--- config.mk ---
export PLATFORM = sky130hd
export DESIGN_NAME = wdtm_top
export DESIGN_NICKNAME = d
export VERILOG_FILES = /design/src/wdtm_pkg.sv /design/src/wdtm_sync.sv /design/src/wdtm_divider.sv /design/src/wdtm_top.sv
export SDC_FILE = /design/constraint.sdc
export NUM_CORES = 1
export LEC_CHECK = 0
export ABC_AREA = 1
export BUFFER_PORTS_ARGS = -buffer_cell sky130_fd_sc_hd__buf_2
export CORE_MARGIN = 3
export CORE_UTILIZATION = 51
export DETAILED_ROUTE_END_ITERATION = 7
export GPL_TIMING_DRIVEN = 1
export PLACE_DENSITY = 0.86
export SETUP_SLACK_MARGIN = 0.1
export SLEW_MARGIN = 10
export SYNTH_ARGS = -nofsm -noshare
export SYNTH_HDL_FRONTEND = slang
export SYNTH_SLANG_ARGS = --single-unit
--- constraint.sdc ---
create_clock -name clk -period 3.2 [get_ports clk]
set_clock_uncertainty 0.15 [all_clocks]
set_input_delay 0.64 -clock clk [delete_from_list [all_inputs] [get_ports clk]]
set_output_delay 0.64 -clock clk [all_outputs]
set_load 0.01 [all_outputs]
--- src/wdtm_pkg.sv ---
// Purpose: shared constants and types of the watchdog timeout monitor
// Assumes: 32-bit Avalon-MM register bus, byte addresses
// Notes: offsets are byte addresses, one word per register
package wdtm_pkg;

  localparam int unsigned ADDR_W = 5;

  // register byte offsets
  localparam logic [4:0] OFF_CTRL = 5'h00;
  localparam logic [4:0] OFF_CLKC = 5'h04;
  localparam logic [4:0] OFF_TAKEY = 5'h08;
  localparam logic [4:0] OFF_ISTAT = 5'h0c;
  localparam logic [4:0] OFF_ICLR = 5'h10;
  localparam logic [4:0] OFF_IEN = 5'h14;
  localparam logic [4:0] OFF_INTEN = 5'h18;

  // watchdog_control fields
  localparam int unsigned TOF_BIT = 3;
  localparam int unsigned RCF_BIT = 2;
  localparam int unsigned REN_BIT = 1;
  localparam int unsigned RST_BIT = 0;

  // clock_control interval select field
  localparam int unsigned SEL_LO_BIT = 6;
  localparam int unsigned SEL_HI_BIT = 7;
  localparam logic [7:0] CLKC_RST = 8'h00;

  // interrupt enable register fields
  localparam int unsigned EIE_WDT_BIT = 4;
  localparam int unsigned GIE_BIT = 7;
  localparam logic [7:0] INTEN_RST = 8'h00;

  // sticky status / enable / clear layout
  localparam int unsigned IRQ_TMO_BIT = 0;
  localparam int unsigned IRQ_WRST_BIT = 1;
  localparam int unsigned IRQ_W = 2;

  // timed access
  localparam logic [7:0] TA_KEY1 = 8'haa;
  localparam logic [7:0] TA_KEY2 = 8'h55;
  localparam logic [3:0] TA_WIN_CYC = 4'h8;

  // divider: 26 bits, taps 16,19,22,25
  localparam int unsigned DIV_W = 26;
  localparam int unsigned DIV_TAP_BASE = 16;
  localparam int unsigned DIV_TAP_STEP = 3;

  // grace period after a time-out, and reset pulse length
  localparam int unsigned POST_CYC = 512;
  localparam logic [8:0] POST_LAST = 9'(POST_CYC - 1);
  localparam int unsigned MC_CLKS = 4;
  localparam logic [3:0] RST_CYC = 4'(2 * MC_CLKS);

  typedef enum logic [2:0] {
    WDTM_TA_IDLE = 3'b001,
    WDTM_TA_KEY1 = 3'b010,
    WDTM_TA_OPEN = 3'b100
  } wdtm_ta_t;

endpackage : wdtm_pkg

--- src/wdtm_sync.sv ---
// Purpose: three-stage synchroniser for an asynchronous pin
// Assumes: pin level is slow compared with clk
// Notes: output follows once stages two and three agree
`timescale 1ns/10ps
`default_nettype none
module wdtm_sync (
  input wire logic clk,
  input wire logic sys_rst,
  input wire logic pin_in,
  output logic level_q
);
  logic s1_q;
  logic s2_q;
  logic s3_q;

  always_ff @(posedge clk or posedge sys_rst) begin
    if (sys_rst) begin
      s1_q <= 1'b0;
      s2_q <= 1'b0;
      s3_q <= 1'b0;
      level_q <= 1'b0;
    end else begin
      s1_q <= pin_in;
      s2_q <= s1_q;
      s3_q <= s2_q;
      if (s2_q == s3_q) begin
        level_q <= s3_q;
      end
    end
  end
endmodule : wdtm_sync
`default_nettype wire

--- src/wdtm_divider.sv ---
// Purpose: free-running 26-bit divider with selectable time-out tap
// Assumes: clear is a synchronous restart from the control logic
// Notes: timeout_q is a one-cycle pulse, 2^(tap+1) clocks after clear
`timescale 1ns/10ps
`default_nettype none
module wdtm_divider #(
  parameter int unsigned TAP_BASE = wdtm_pkg::DIV_TAP_BASE
) (
  input wire logic clk,
  input wire logic sys_rst,
  input wire logic clear,
  input wire logic [1:0] sel,
  output logic timeout_q
);
  logic [wdtm_pkg::DIV_W-1:0] cnt_q;
  logic [wdtm_pkg::DIV_W-1:0] cnt_d;
  logic [wdtm_pkg::DIV_W-1:0] low_mask;
  logic [4:0] tap_w;
  logic done_w;

  assign tap_w = 5'(TAP_BASE) + 5'(wdtm_pkg::DIV_TAP_STEP * sel);

  for (genvar i = 0; i < wdtm_pkg::DIV_W; i++) begin : g_mask
    assign low_mask[i] = (5'(i) <= tap_w);
  end
  assign done_w = &(cnt_q | ~low_mask);

  assign cnt_d = clear ? '0 : cnt_q + 26'h1;

  always_ff @(posedge clk or posedge sys_rst) begin
    if (sys_rst) begin
      cnt_q <= '0;
      timeout_q <= 1'b0;
    end else begin
      cnt_q <= cnt_d;
      timeout_q <= done_w & ~clear;
    end
  end
endmodule : wdtm_divider
`default_nettype wire

--- src/wdtm_top.sv ---
// Purpose: watchdog timeout monitor with Avalon-MM register slave
// Assumes: sys_rst is the power-on reset; power_fail is an async pin
// Notes: every access answers with one wait cycle
`timescale 1ns/10ps
`default_nettype none
// How it works
// - a free-running divider counts clocks and yields the time-out event
// - interval select 00..11 gives 2^17, 2^20, 2^23, 2^26 clocks
// - after any reset the interval select returns to 2^17 clocks
// - every completed interval sets the time-out flag
// - interrupt request while flag, watchdog enable and global enable are set
// - interrupt and reset paths are enabled independently
// - reset fires 512 clocks after time-out unless restarted, if enabled
// - watchdog reset lasts two machine cycles and sets the cause flag
// - writing restart clears the counter; the bit clears itself
// - clearing reset enable stops only the reset; counting goes on
// - power-fail disables the watchdog; watchdog reset only restarts it
// - time-out flag clears only by software write or any reset
// - cause flag holds until software or power-fail; untouched when disabled
// - time-out flag, reset enable, restart need the timed-access unlock
module wdtm_top #(
  parameter int unsigned TAP_BASE = wdtm_pkg::DIV_TAP_BASE
) (
  input wire logic clk,
  input wire logic sys_rst,
  input wire logic [wdtm_pkg::ADDR_W-1:0] avs_address,
  input wire logic avs_read,
  input wire logic avs_write,
  input wire logic [31:0] avs_writedata,
  output logic [31:0] avs_readdata,
  output logic avs_waitrequest,
  input wire logic power_fail,
  output logic wdt_int_req,
  output logic wdt_sys_rst,
  output logic irq
);
  // bus handshake
  logic ack_q;
  logic req_w;
  logic wr_fire;
  logic rd_take;
  logic [31:0] rdata_w;

  // address decode
  logic hit_ctrl;
  logic hit_clkc;
  logic hit_ta;
  logic hit_istat;
  logic hit_iclr;
  logic hit_ien;
  logic hit_inten;

  // timed access
  wdtm_pkg::wdtm_ta_t ta_q;
  wdtm_pkg::wdtm_ta_t ta_d;
  logic [3:0] win_q;
  logic [3:0] win_d;
  logic key1_w;
  logic key2_w;
  logic ta_open;
  logic ctrl_wr;
  logic prot_wr;

  // watchdog state
  logic pf_q;
  logic tmo;
  logic div_clear;
  logic restart_q;
  logic tof_q;
  logic rcf_q;
  logic ren_q;
  logic [7:0] clkc_q;
  logic [7:0] inten_q;
  logic post_q;
  logic [8:0] post_cnt_q;
  logic fire;
  logic rst_act_q;
  logic [3:0] rst_cnt_q;
  logic any_rst;
  logic [7:0] ctrl_view;

  // interrupt status
  logic [wdtm_pkg::IRQ_W-1:0] ist_q;
  logic [wdtm_pkg::IRQ_W-1:0] ien_q;
  logic [wdtm_pkg::IRQ_W-1:0] ist_set;
  logic [wdtm_pkg::IRQ_W-1:0] ist_clr;

  wdtm_sync u_pf_sync (
    .clk(clk),
    .sys_rst(sys_rst),
    .pin_in(power_fail),
    .level_q(pf_q)
  );

  wdtm_divider #(
    .TAP_BASE(TAP_BASE)
  ) u_div (
    .clk(clk),
    .sys_rst(sys_rst),
    .clear(div_clear),
    .sel(clkc_q[wdtm_pkg::SEL_HI_BIT:wdtm_pkg::SEL_LO_BIT]),
    .timeout_q(tmo)
  );

  // one wait cycle per access; write lands and read data stand at the ack edge
  assign req_w = avs_read | avs_write;
  assign avs_waitrequest = req_w & ~ack_q;
  assign wr_fire = avs_write & ack_q;
  assign rd_take = avs_read & ~ack_q;

  assign hit_ctrl = (avs_address == wdtm_pkg::OFF_CTRL);
  assign hit_clkc = (avs_address == wdtm_pkg::OFF_CLKC);
  assign hit_ta = (avs_address == wdtm_pkg::OFF_TAKEY);
  assign hit_istat = (avs_address == wdtm_pkg::OFF_ISTAT);
  assign hit_iclr = (avs_address == wdtm_pkg::OFF_ICLR);
  assign hit_ien = (avs_address == wdtm_pkg::OFF_IEN);
  assign hit_inten = (avs_address == wdtm_pkg::OFF_INTEN);

  assign key1_w = wr_fire & hit_ta & (avs_writedata[7:0] == wdtm_pkg::TA_KEY1);
  assign key2_w = wr_fire & hit_ta & (avs_writedata[7:0] == wdtm_pkg::TA_KEY2);
  assign ta_open = (ta_q == wdtm_pkg::WDTM_TA_OPEN);
  assign ctrl_wr = wr_fire & hit_ctrl;
  // protected fields only inside the window
  assign prot_wr = ctrl_wr & ta_open;

  always_comb begin
    ta_d = ta_q;
    win_d = win_q;
    case (ta_q)
      wdtm_pkg::WDTM_TA_IDLE: begin
        if (key1_w) begin
          ta_d = wdtm_pkg::WDTM_TA_KEY1;
        end
      end
      wdtm_pkg::WDTM_TA_KEY1: begin
        if (key2_w) begin
          ta_d = wdtm_pkg::WDTM_TA_OPEN;
          win_d = wdtm_pkg::TA_WIN_CYC;
        end else if (wr_fire & ~key1_w) begin
          ta_d = wdtm_pkg::WDTM_TA_IDLE;
        end
      end
      wdtm_pkg::WDTM_TA_OPEN: begin
        win_d = win_q - 4'h1;
        // one protected write per unlock
        if (ctrl_wr || win_q == 4'h1) begin
          ta_d = wdtm_pkg::WDTM_TA_IDLE;
        end
      end
      default: begin
        ta_d = wdtm_pkg::WDTM_TA_IDLE;
      end
    endcase
  end

  always_ff @(posedge clk or posedge sys_rst) begin
    if (sys_rst) begin
      ta_q <= wdtm_pkg::WDTM_TA_IDLE;
      win_q <= 4'h0;
      ack_q <= 1'b0;
    end else begin
      ta_q <= ta_d;
      win_q <= win_d;
      ack_q <= req_w & ~ack_q;
    end
  end

  // fire after the grace period, if enabled and not restarted
  assign fire = post_q & (post_cnt_q == wdtm_pkg::POST_LAST) & ren_q & ~restart_q & ~pf_q;
  // watchdog reset and power-fail both restart the count
  assign div_clear = restart_q | fire | rst_act_q | pf_q;
  assign any_rst = rst_act_q | pf_q;

  always_ff @(posedge clk or posedge sys_rst) begin
    if (sys_rst) begin
      restart_q <= 1'b0;
    end else begin
      restart_q <= prot_wr & avs_writedata[wdtm_pkg::RST_BIT];
    end
  end

  // grace period counter after each time-out
  always_ff @(posedge clk or posedge sys_rst) begin
    if (sys_rst) begin
      post_q <= 1'b0;
      post_cnt_q <= 9'h0;
    end else if (div_clear) begin
      post_q <= 1'b0;
      post_cnt_q <= 9'h0;
    end else if (tmo) begin
      post_q <= 1'b1;
      post_cnt_q <= 9'h0;
    end else if (post_q) begin
      post_q <= (post_cnt_q != wdtm_pkg::POST_LAST);
      post_cnt_q <= post_cnt_q + 9'h1;
    end
  end

  // reset pulse of two machine cycles
  always_ff @(posedge clk or posedge sys_rst) begin
    if (sys_rst) begin
      rst_act_q <= 1'b0;
      rst_cnt_q <= 4'h0;
    end else if (fire) begin
      rst_act_q <= 1'b1;
      rst_cnt_q <= wdtm_pkg::RST_CYC;
    end else if (rst_act_q) begin
      rst_act_q <= (rst_cnt_q != 4'h1);
      rst_cnt_q <= rst_cnt_q - 4'h1;
    end
  end
  assign wdt_sys_rst = rst_act_q;

  // time-out flag; cleared only by reset or software
  always_ff @(posedge clk or posedge sys_rst) begin
    if (sys_rst) begin
      tof_q <= 1'b0;
    end else if (any_rst) begin
      tof_q <= 1'b0;
    end else if (tmo) begin
      tof_q <= 1'b1;
    end else if (prot_wr) begin
      tof_q <= avs_writedata[wdtm_pkg::TOF_BIT];
    end
  end

  // cause flag: set on fire, cleared by software or power-fail
  always_ff @(posedge clk or posedge sys_rst) begin
    if (sys_rst) begin
      rcf_q <= 1'b0;
    end else if (pf_q) begin
      rcf_q <= 1'b0;
    end else if (fire) begin
      rcf_q <= 1'b1;
    end else if (ctrl_wr && !avs_writedata[wdtm_pkg::RCF_BIT]) begin
      rcf_q <= 1'b0;
    end
  end

  // reset enable gates only the fire; power-fail disables
  always_ff @(posedge clk or posedge sys_rst) begin
    if (sys_rst) begin
      ren_q <= 1'b0;
    end else if (pf_q) begin
      ren_q <= 1'b0;
    end else if (prot_wr) begin
      ren_q <= avs_writedata[wdtm_pkg::REN_BIT];
    end
  end

  // interval select back to shortest on any reset
  always_ff @(posedge clk or posedge sys_rst) begin
    if (sys_rst) begin
      clkc_q <= wdtm_pkg::CLKC_RST;
      inten_q <= wdtm_pkg::INTEN_RST;
    end else if (any_rst) begin
      clkc_q <= wdtm_pkg::CLKC_RST;
      inten_q <= wdtm_pkg::INTEN_RST;
    end else begin
      if (wr_fire & hit_clkc) begin
        clkc_q <= avs_writedata[7:0];
      end
      if (wr_fire & hit_inten) begin
        inten_q <= avs_writedata[7:0];
      end
    end
  end

  // request needs flag, watchdog enable and global enable
  assign wdt_int_req = tof_q & inten_q[wdtm_pkg::EIE_WDT_BIT] & inten_q[wdtm_pkg::GIE_BIT];

  // sticky status: a set in the clearing cycle wins
  assign ist_set[wdtm_pkg::IRQ_TMO_BIT] = tmo;
  assign ist_set[wdtm_pkg::IRQ_WRST_BIT] = fire;
  assign ist_clr = (wr_fire & hit_iclr) ? avs_writedata[wdtm_pkg::IRQ_W-1:0] : '0;

  always_ff @(posedge clk or posedge sys_rst) begin
    if (sys_rst) begin
      ist_q <= '0;
      ien_q <= '0;
    end else begin
      ist_q <= (ist_q & ~ist_clr) | ist_set;
      if (wr_fire & hit_ien) begin
        ien_q <= avs_writedata[wdtm_pkg::IRQ_W-1:0];
      end
    end
  end
  assign irq = |(ist_q & ien_q);

  // restart bit reads back until it self clears
  assign ctrl_view = {4'h0, tof_q, rcf_q, ren_q, restart_q};
  assign rdata_w = hit_ctrl ? {24'h00_0000, ctrl_view} :
                   hit_clkc ? {24'h00_0000, clkc_q} :
                   hit_istat ? {30'h000_0000, ist_q} :
                   hit_ien ? {30'h000_0000, ien_q} :
                   hit_inten ? {24'h00_0000, inten_q} : 32'h0000_0000;

  always_ff @(posedge clk or posedge sys_rst) begin
    if (sys_rst) begin
      avs_readdata <= 32'h0000_0000;
    end else if (rd_take) begin
      avs_readdata <= rdata_w;
    end
  end
endmodule : wdtm_top
`default_nettype wire

# Yosys cells after proc, flatten, opt, wreduce, memory -nomap -nowiden
# Index checks and enable logic that the tools add are counted.
# op_classes
add_sub_neg	5
mul	1
order_cmp	26
eq_ne	20
muxes	36
bitwise_logic	37
n_reduce_logical	16
# op_table
cell	count
$mux 8	9
$le 5x5->1 const A	10
$le 4x5->1 const A	8
$mux 9	3
$add 26x1->26 const B	1
$mux 26	1
$not 26->26	1
$or 26x26->26	1
$reduce_and 26->1	1
$and 1x1->1	21
$le 3x5->1 const A	4
$eq 5x5->1 const B	3
$mux 1	13
$mux 3	4
$mux 4	3
$eq 5x4->1 const B	2
$le 1x5->1 const A	2
$le 2x5->1 const A	2
$reduce_bool 2->1	5
$add 9x1->9 const B	1
$eq 9x9->1 const B	1
$ne 9x9->1 const B	1
$pmux 3 s3	1
$reduce_bool 3->1	3
other kinds (29)	40
# word_totals
register_bits	110
input_bits	42
output_inout_bits	36
word_cells	163

# Longest topological paths before layout
# logic_depth
ltp_word	10
mapped_depth	11
depth_no_buf	11

# By module
# A second synthesis with hierarchy kept.
# hier_totals
cells_unflattened	637
area_unflattened_um2	4924.7
# by_module_without_submodules
mod	n_inst	cells_each	area_per_inst_um2	seq_area_each_um2
wdtm_top	1	377	3086.7	1377.6
wdtm_divider	1	251	1717.9	675.6
wdtm_sync	1	9	120.1	100.1

# Worst setup path after synthesis
# No wires, ideal clock.
# synth_path
path_type	reg-to-reg
from	register post_cnt_q[0]
to	register u_div.cnt_q[21] (netlist bit)
setup_ns	0.121
t_arrival_ns	1.697
required_ns	2.929
path_slack_ns	1.232
stages_incl_launch_ff	11
n_path_buf	1
synth_period_minus_slack_ns	1.968
cell_sequence	dfrtp_1 ha_1 nand2_1 nor2_1 nand3_1 nor3_1 ha_1 nand4_4 nand3_4 buf_2 nor2_1
# synth_via
elab_chain_cells	9
# synth_rtl
element	line_no	text
from (decl)	wdtm_top.sv:75	logic [8:0] post_cnt_q;
from (signal assigned)	wdtm_top.sv:195	post_cnt_q <= post_cnt_q + 9'h1;
$eq 9x9->1	wdtm_top.sv:169	assign fire = post_q & (post_cnt_q == wdtm_pkg::POST_LAST) & ren_q & ~restart_q & ~pf_q;
$and 1x1->1 (4 in a row)	wdtm_top.sv:169	
$or 1x1->1 (3 in a row)	wdtm_top.sv:171	assign div_clear = restart_q | fire | rst_act_q | pf_q;
$mux 26	wdtm_divider.sv:28	assign cnt_d = clear ? '0 : cnt_q + 26'h1;
via u_div.cnt_d, one bit	wdtm_divider.sv:16	logic [wdtm_pkg::DIV_W-1:0] cnt_d;
to (signal assigned)	wdtm_divider.sv:35	cnt_q <= cnt_d;
to (decl)	wdtm_divider.sv:15	logic [wdtm_pkg::DIV_W-1:0] cnt_q;
# The timed path passes the listed nets, and every way through them passes these cells.
# A chain may end at the register's enable or synchronous reset.

# Worst setup path in the final report
# layout_path
from	register post_cnt_q[0]
to	register u_div.cnt_q[12] (netlist bit)
# Same word-level chain as after synthesis.

==> flow_summary.json <==
{
  "dp.final_hpwl_um": 7420,
  "cts-buffers-inserted": 9,
  "start_util": 0.538,
  "antenna_found_initial": 0,
  "synth_top_area_frac": 0.442,
  "crit_path_end_kind": "flop",
  "dieArea_sq_um": 10600,
  "period_needed_ns": 2.41,
  "avgSynthCellArea_sq_um": 7.89,
  "final_hold_viol_count": 0,
  "ios": 78,
  "cts_resized": 0,
  "vias": 3903,
  "avgRoutedWirePerCell_um": 12.9,
  "fin_crit_sh": 0.753,
  "mappedNetlistArea_sq_um": 4810,
  "yosysTopAreaCell": "dfrtp_1",
  "io_buffers": 29,
  "slowest_delay_ns": 0.38,
  "synth-edff-count": 0,
  "p_per_area_nw_per_um2": 428,
  "fill_cells": 740,
  "path_cells": "ha_1 > nand2_1 > nor2_1 > nand3_1 > nor3_1 > ha_1 > nand4_4 > nand3_4 > inv_2 > and3_1",
  "synth_common_cells": "159 x nand2_1, 93 x nor2_1, 85 x dfrtp_1",
  "async_flop_share": 1.00,
  "htreeDepth": 3,
  "routed_wl_um": 9760,
  "grt_pass1_wl_um": 16800,
  "start_kind": "flop",
  "synth.distinct_cells": 45,
  "crit_arrival_ns": 2.51,
  "place_congestion": 0.940,
  "hold_path_class": "in -> async",
  "num_antenna_cells": 0,
  "root_buffer": "clkbuf_8",
  "critPathKind": "reg -> reg",
  "cp_common_cell": "ha_1",
  "fin_area_sq_um": 5170,
  "seq_area_frac_synth": 0.448,
  "rows": 34,
  "dpl_cell_area_sq_um": 4970,
  "grt_max_degree": 47,
  "ant_nets": 0,
  "drt_iter0_markers": 257,
  "tns_ns": 0,
  "yosys_warnings": 0,
  "synthToLayoutAreaGrowth_pct": 7.65,
  "grt_pass1_vias": 3734,
  "ir_worst_vdd_uv": 196,
  "synthCells": 609,
  "slowest_stage": "dfrtp_1",
  "holdWs_ns": 0.206,
  "clk_pin_slew_ns": 0.09,
  "drv_slew": 0,
  "vias_per_cell": 5.16,
  "clock_sinks": 86,
  "drc": 0,
  "tightestPinTransition_ns": 0.709,
  "crit_fanout": 24,
  "synth_most_common_cell": "nand2_1",
  "grt_use_total": 0.200,
  "drive_above_1_share": 0.134,
  "synthTopCellsByArea": "dfrtp_1 44%, nand2_1 12%, nor2_1 7.3%, inv_1 5.2%, buf_4 3.9%",
  "die_w_um": 103,
  "hold_buffers": 0,
  "fin_nets": 699,
  "cts_tree": "yes",
  "core_area_sq_um": 8930,
  "final-setup-viol-count": 0,
  "ys_ff_latch": 86,
  "dieHeight_um": 103,
  "dr.pass1.iters": 5,
  "gr-total-overflow": 0,
  "cts_setup_buffers": 0,
  "insertion_delay_ns": 0.37,
  "maxSlewHeadroom": 0.527,
  "drv_cap": 0,
  "leakagePower_nw": 2.54,
  "synth_ff_type": "dfrtp_1",
  "cp_data_required_time_ns": 3.30,
  "cts_buffer_depth": 2,
  "rsz0062_at_grt": "false",
  "finalPower_w": 0.00222,
  "status": "finished clean",
  "fmax_mhz": 415
}
## layer usage
layer | global-route usage | wire length (um)
met4 | 0.0906 | 203
met2 | 0.326 | 4850
met5 | 0 | 0
met1 | 0.257 | 4220
met3 | 0.0413 | 489
## power breakdown
| part | internal, W | switching (W) | total [W] |
|---|---|---|---|
| clock network | 0.000386 | 0.000404 | 0.000790 |
| logic | 0.0000785 | 0.000168 | 0.000247 |
| registers | 0.00114 | 0.0000417 | 0.00118 |
## stage by stage
stage	instances	utilization	worst slack [ns]
after global placement	741	0.556	0.892
after detailed placement	741	0.556	0.789
final	757	0.579	0.791
after floorplan	632	-	0.190
after global routing	757	0.579	0.587
after CTS	757	0.579	0.772
## sequential cells by signal, summed over array words and instances (netlist names)
register,count
clkc_q,8
u_pf_sync.level_q,1
restart_q,1
ren_q,1
u_pf_sync.s1_q,1
wdt_sys_rst,1
ien_q,2
ta_q,3
post_q,1
u_pf_sync.s2_q,1
u_div.cnt_q,26
tof_q,1
u_pf_sync.s3_q,1
ist_q,2
win_q,4
inten_q,8
rcf_q,1
ack_q,1
u_div.timeout_q,1
post_cnt_q,9
avs_readdata,8
rst_cnt_q,4
## critical path, delay by kind of cell (launching register included)
kind	cells	cell delay, ns
adders and majority gates	2	0.44
DFF	1	0.38
and+or+nand+nor	7	1.21
buffers and inverters	1	0.12
## path summary, 6_finish.rpt
path / slack (ns) / from / cells after the start / to
hold reg to reg: 0.21 / u_pf_sync.s1_q / 0 / u_pf_sync.s2_q
max in group asynchronous: 2.02 / sys_rst / 3 / clkc_q[5]
min in group clk: 0.21 / u_pf_sync.s1_q / 0 / u_pf_sync.s2_q
setup / recovery: 0.79 / post_cnt_q[0] / 10 / u_div.cnt_q[12]
setup reg to reg: 0.79 / post_cnt_q[0] / 10 / u_div.cnt_q[12]
hold / removal: 0.21 / sys_rst / 2 / win_q[2]
## area by class of cell
class	count	area (sq um)	share of cell area
well taps	108	135	0.0261
clock buffers	10	138	0.0266
clock inverters	6	68.8	0.0133
inverters	73	278	0.0537
flip-flops and latches	86	2150	0.416
repair buffers	30	165	0.0319
multi-input cells	444	2240	0.432
## cell families (layout without fill, tap and decap cells)
kind of cell / after synthesis / count (layout) / synth area share
adders and majority gates: 14 / 14 / 0.0359
buffers and inverters: 102 / 119 / 0.105
and+or+nand+nor: 324 / 324 / 0.304
AOI/OAI and AO/OA: 71 / 71 / 0.0869
other: 1 / 24 / 0.000780
DFF: 86 / 86 / 0.448
xor gates and xnor gates: 11 / 11 / 0.0200
## layout by cell type, fill, tap and decap left out, drive strengths merged
cell type	count
nand2	162
nor2	105
dfrtp	85
inv	72
o21ai	42
nand3	31
buf	30
conb	24
a21oi	22
nor3	15
ha	13
clkbuf	10
xor2	7
clkinv	5
xnor2	4
nand4	4
and3	2
nand3b	2
nor3b	2
o22ai	1
maj3	1
o211ai	1
or2	1
o31ai	1
o21bai	1
o21a	1
a22o	1
a21o	1
clkinvlp	1
bufinv	1
dfstp	1
Note: power is estimated with default switching activity, not from simulation.
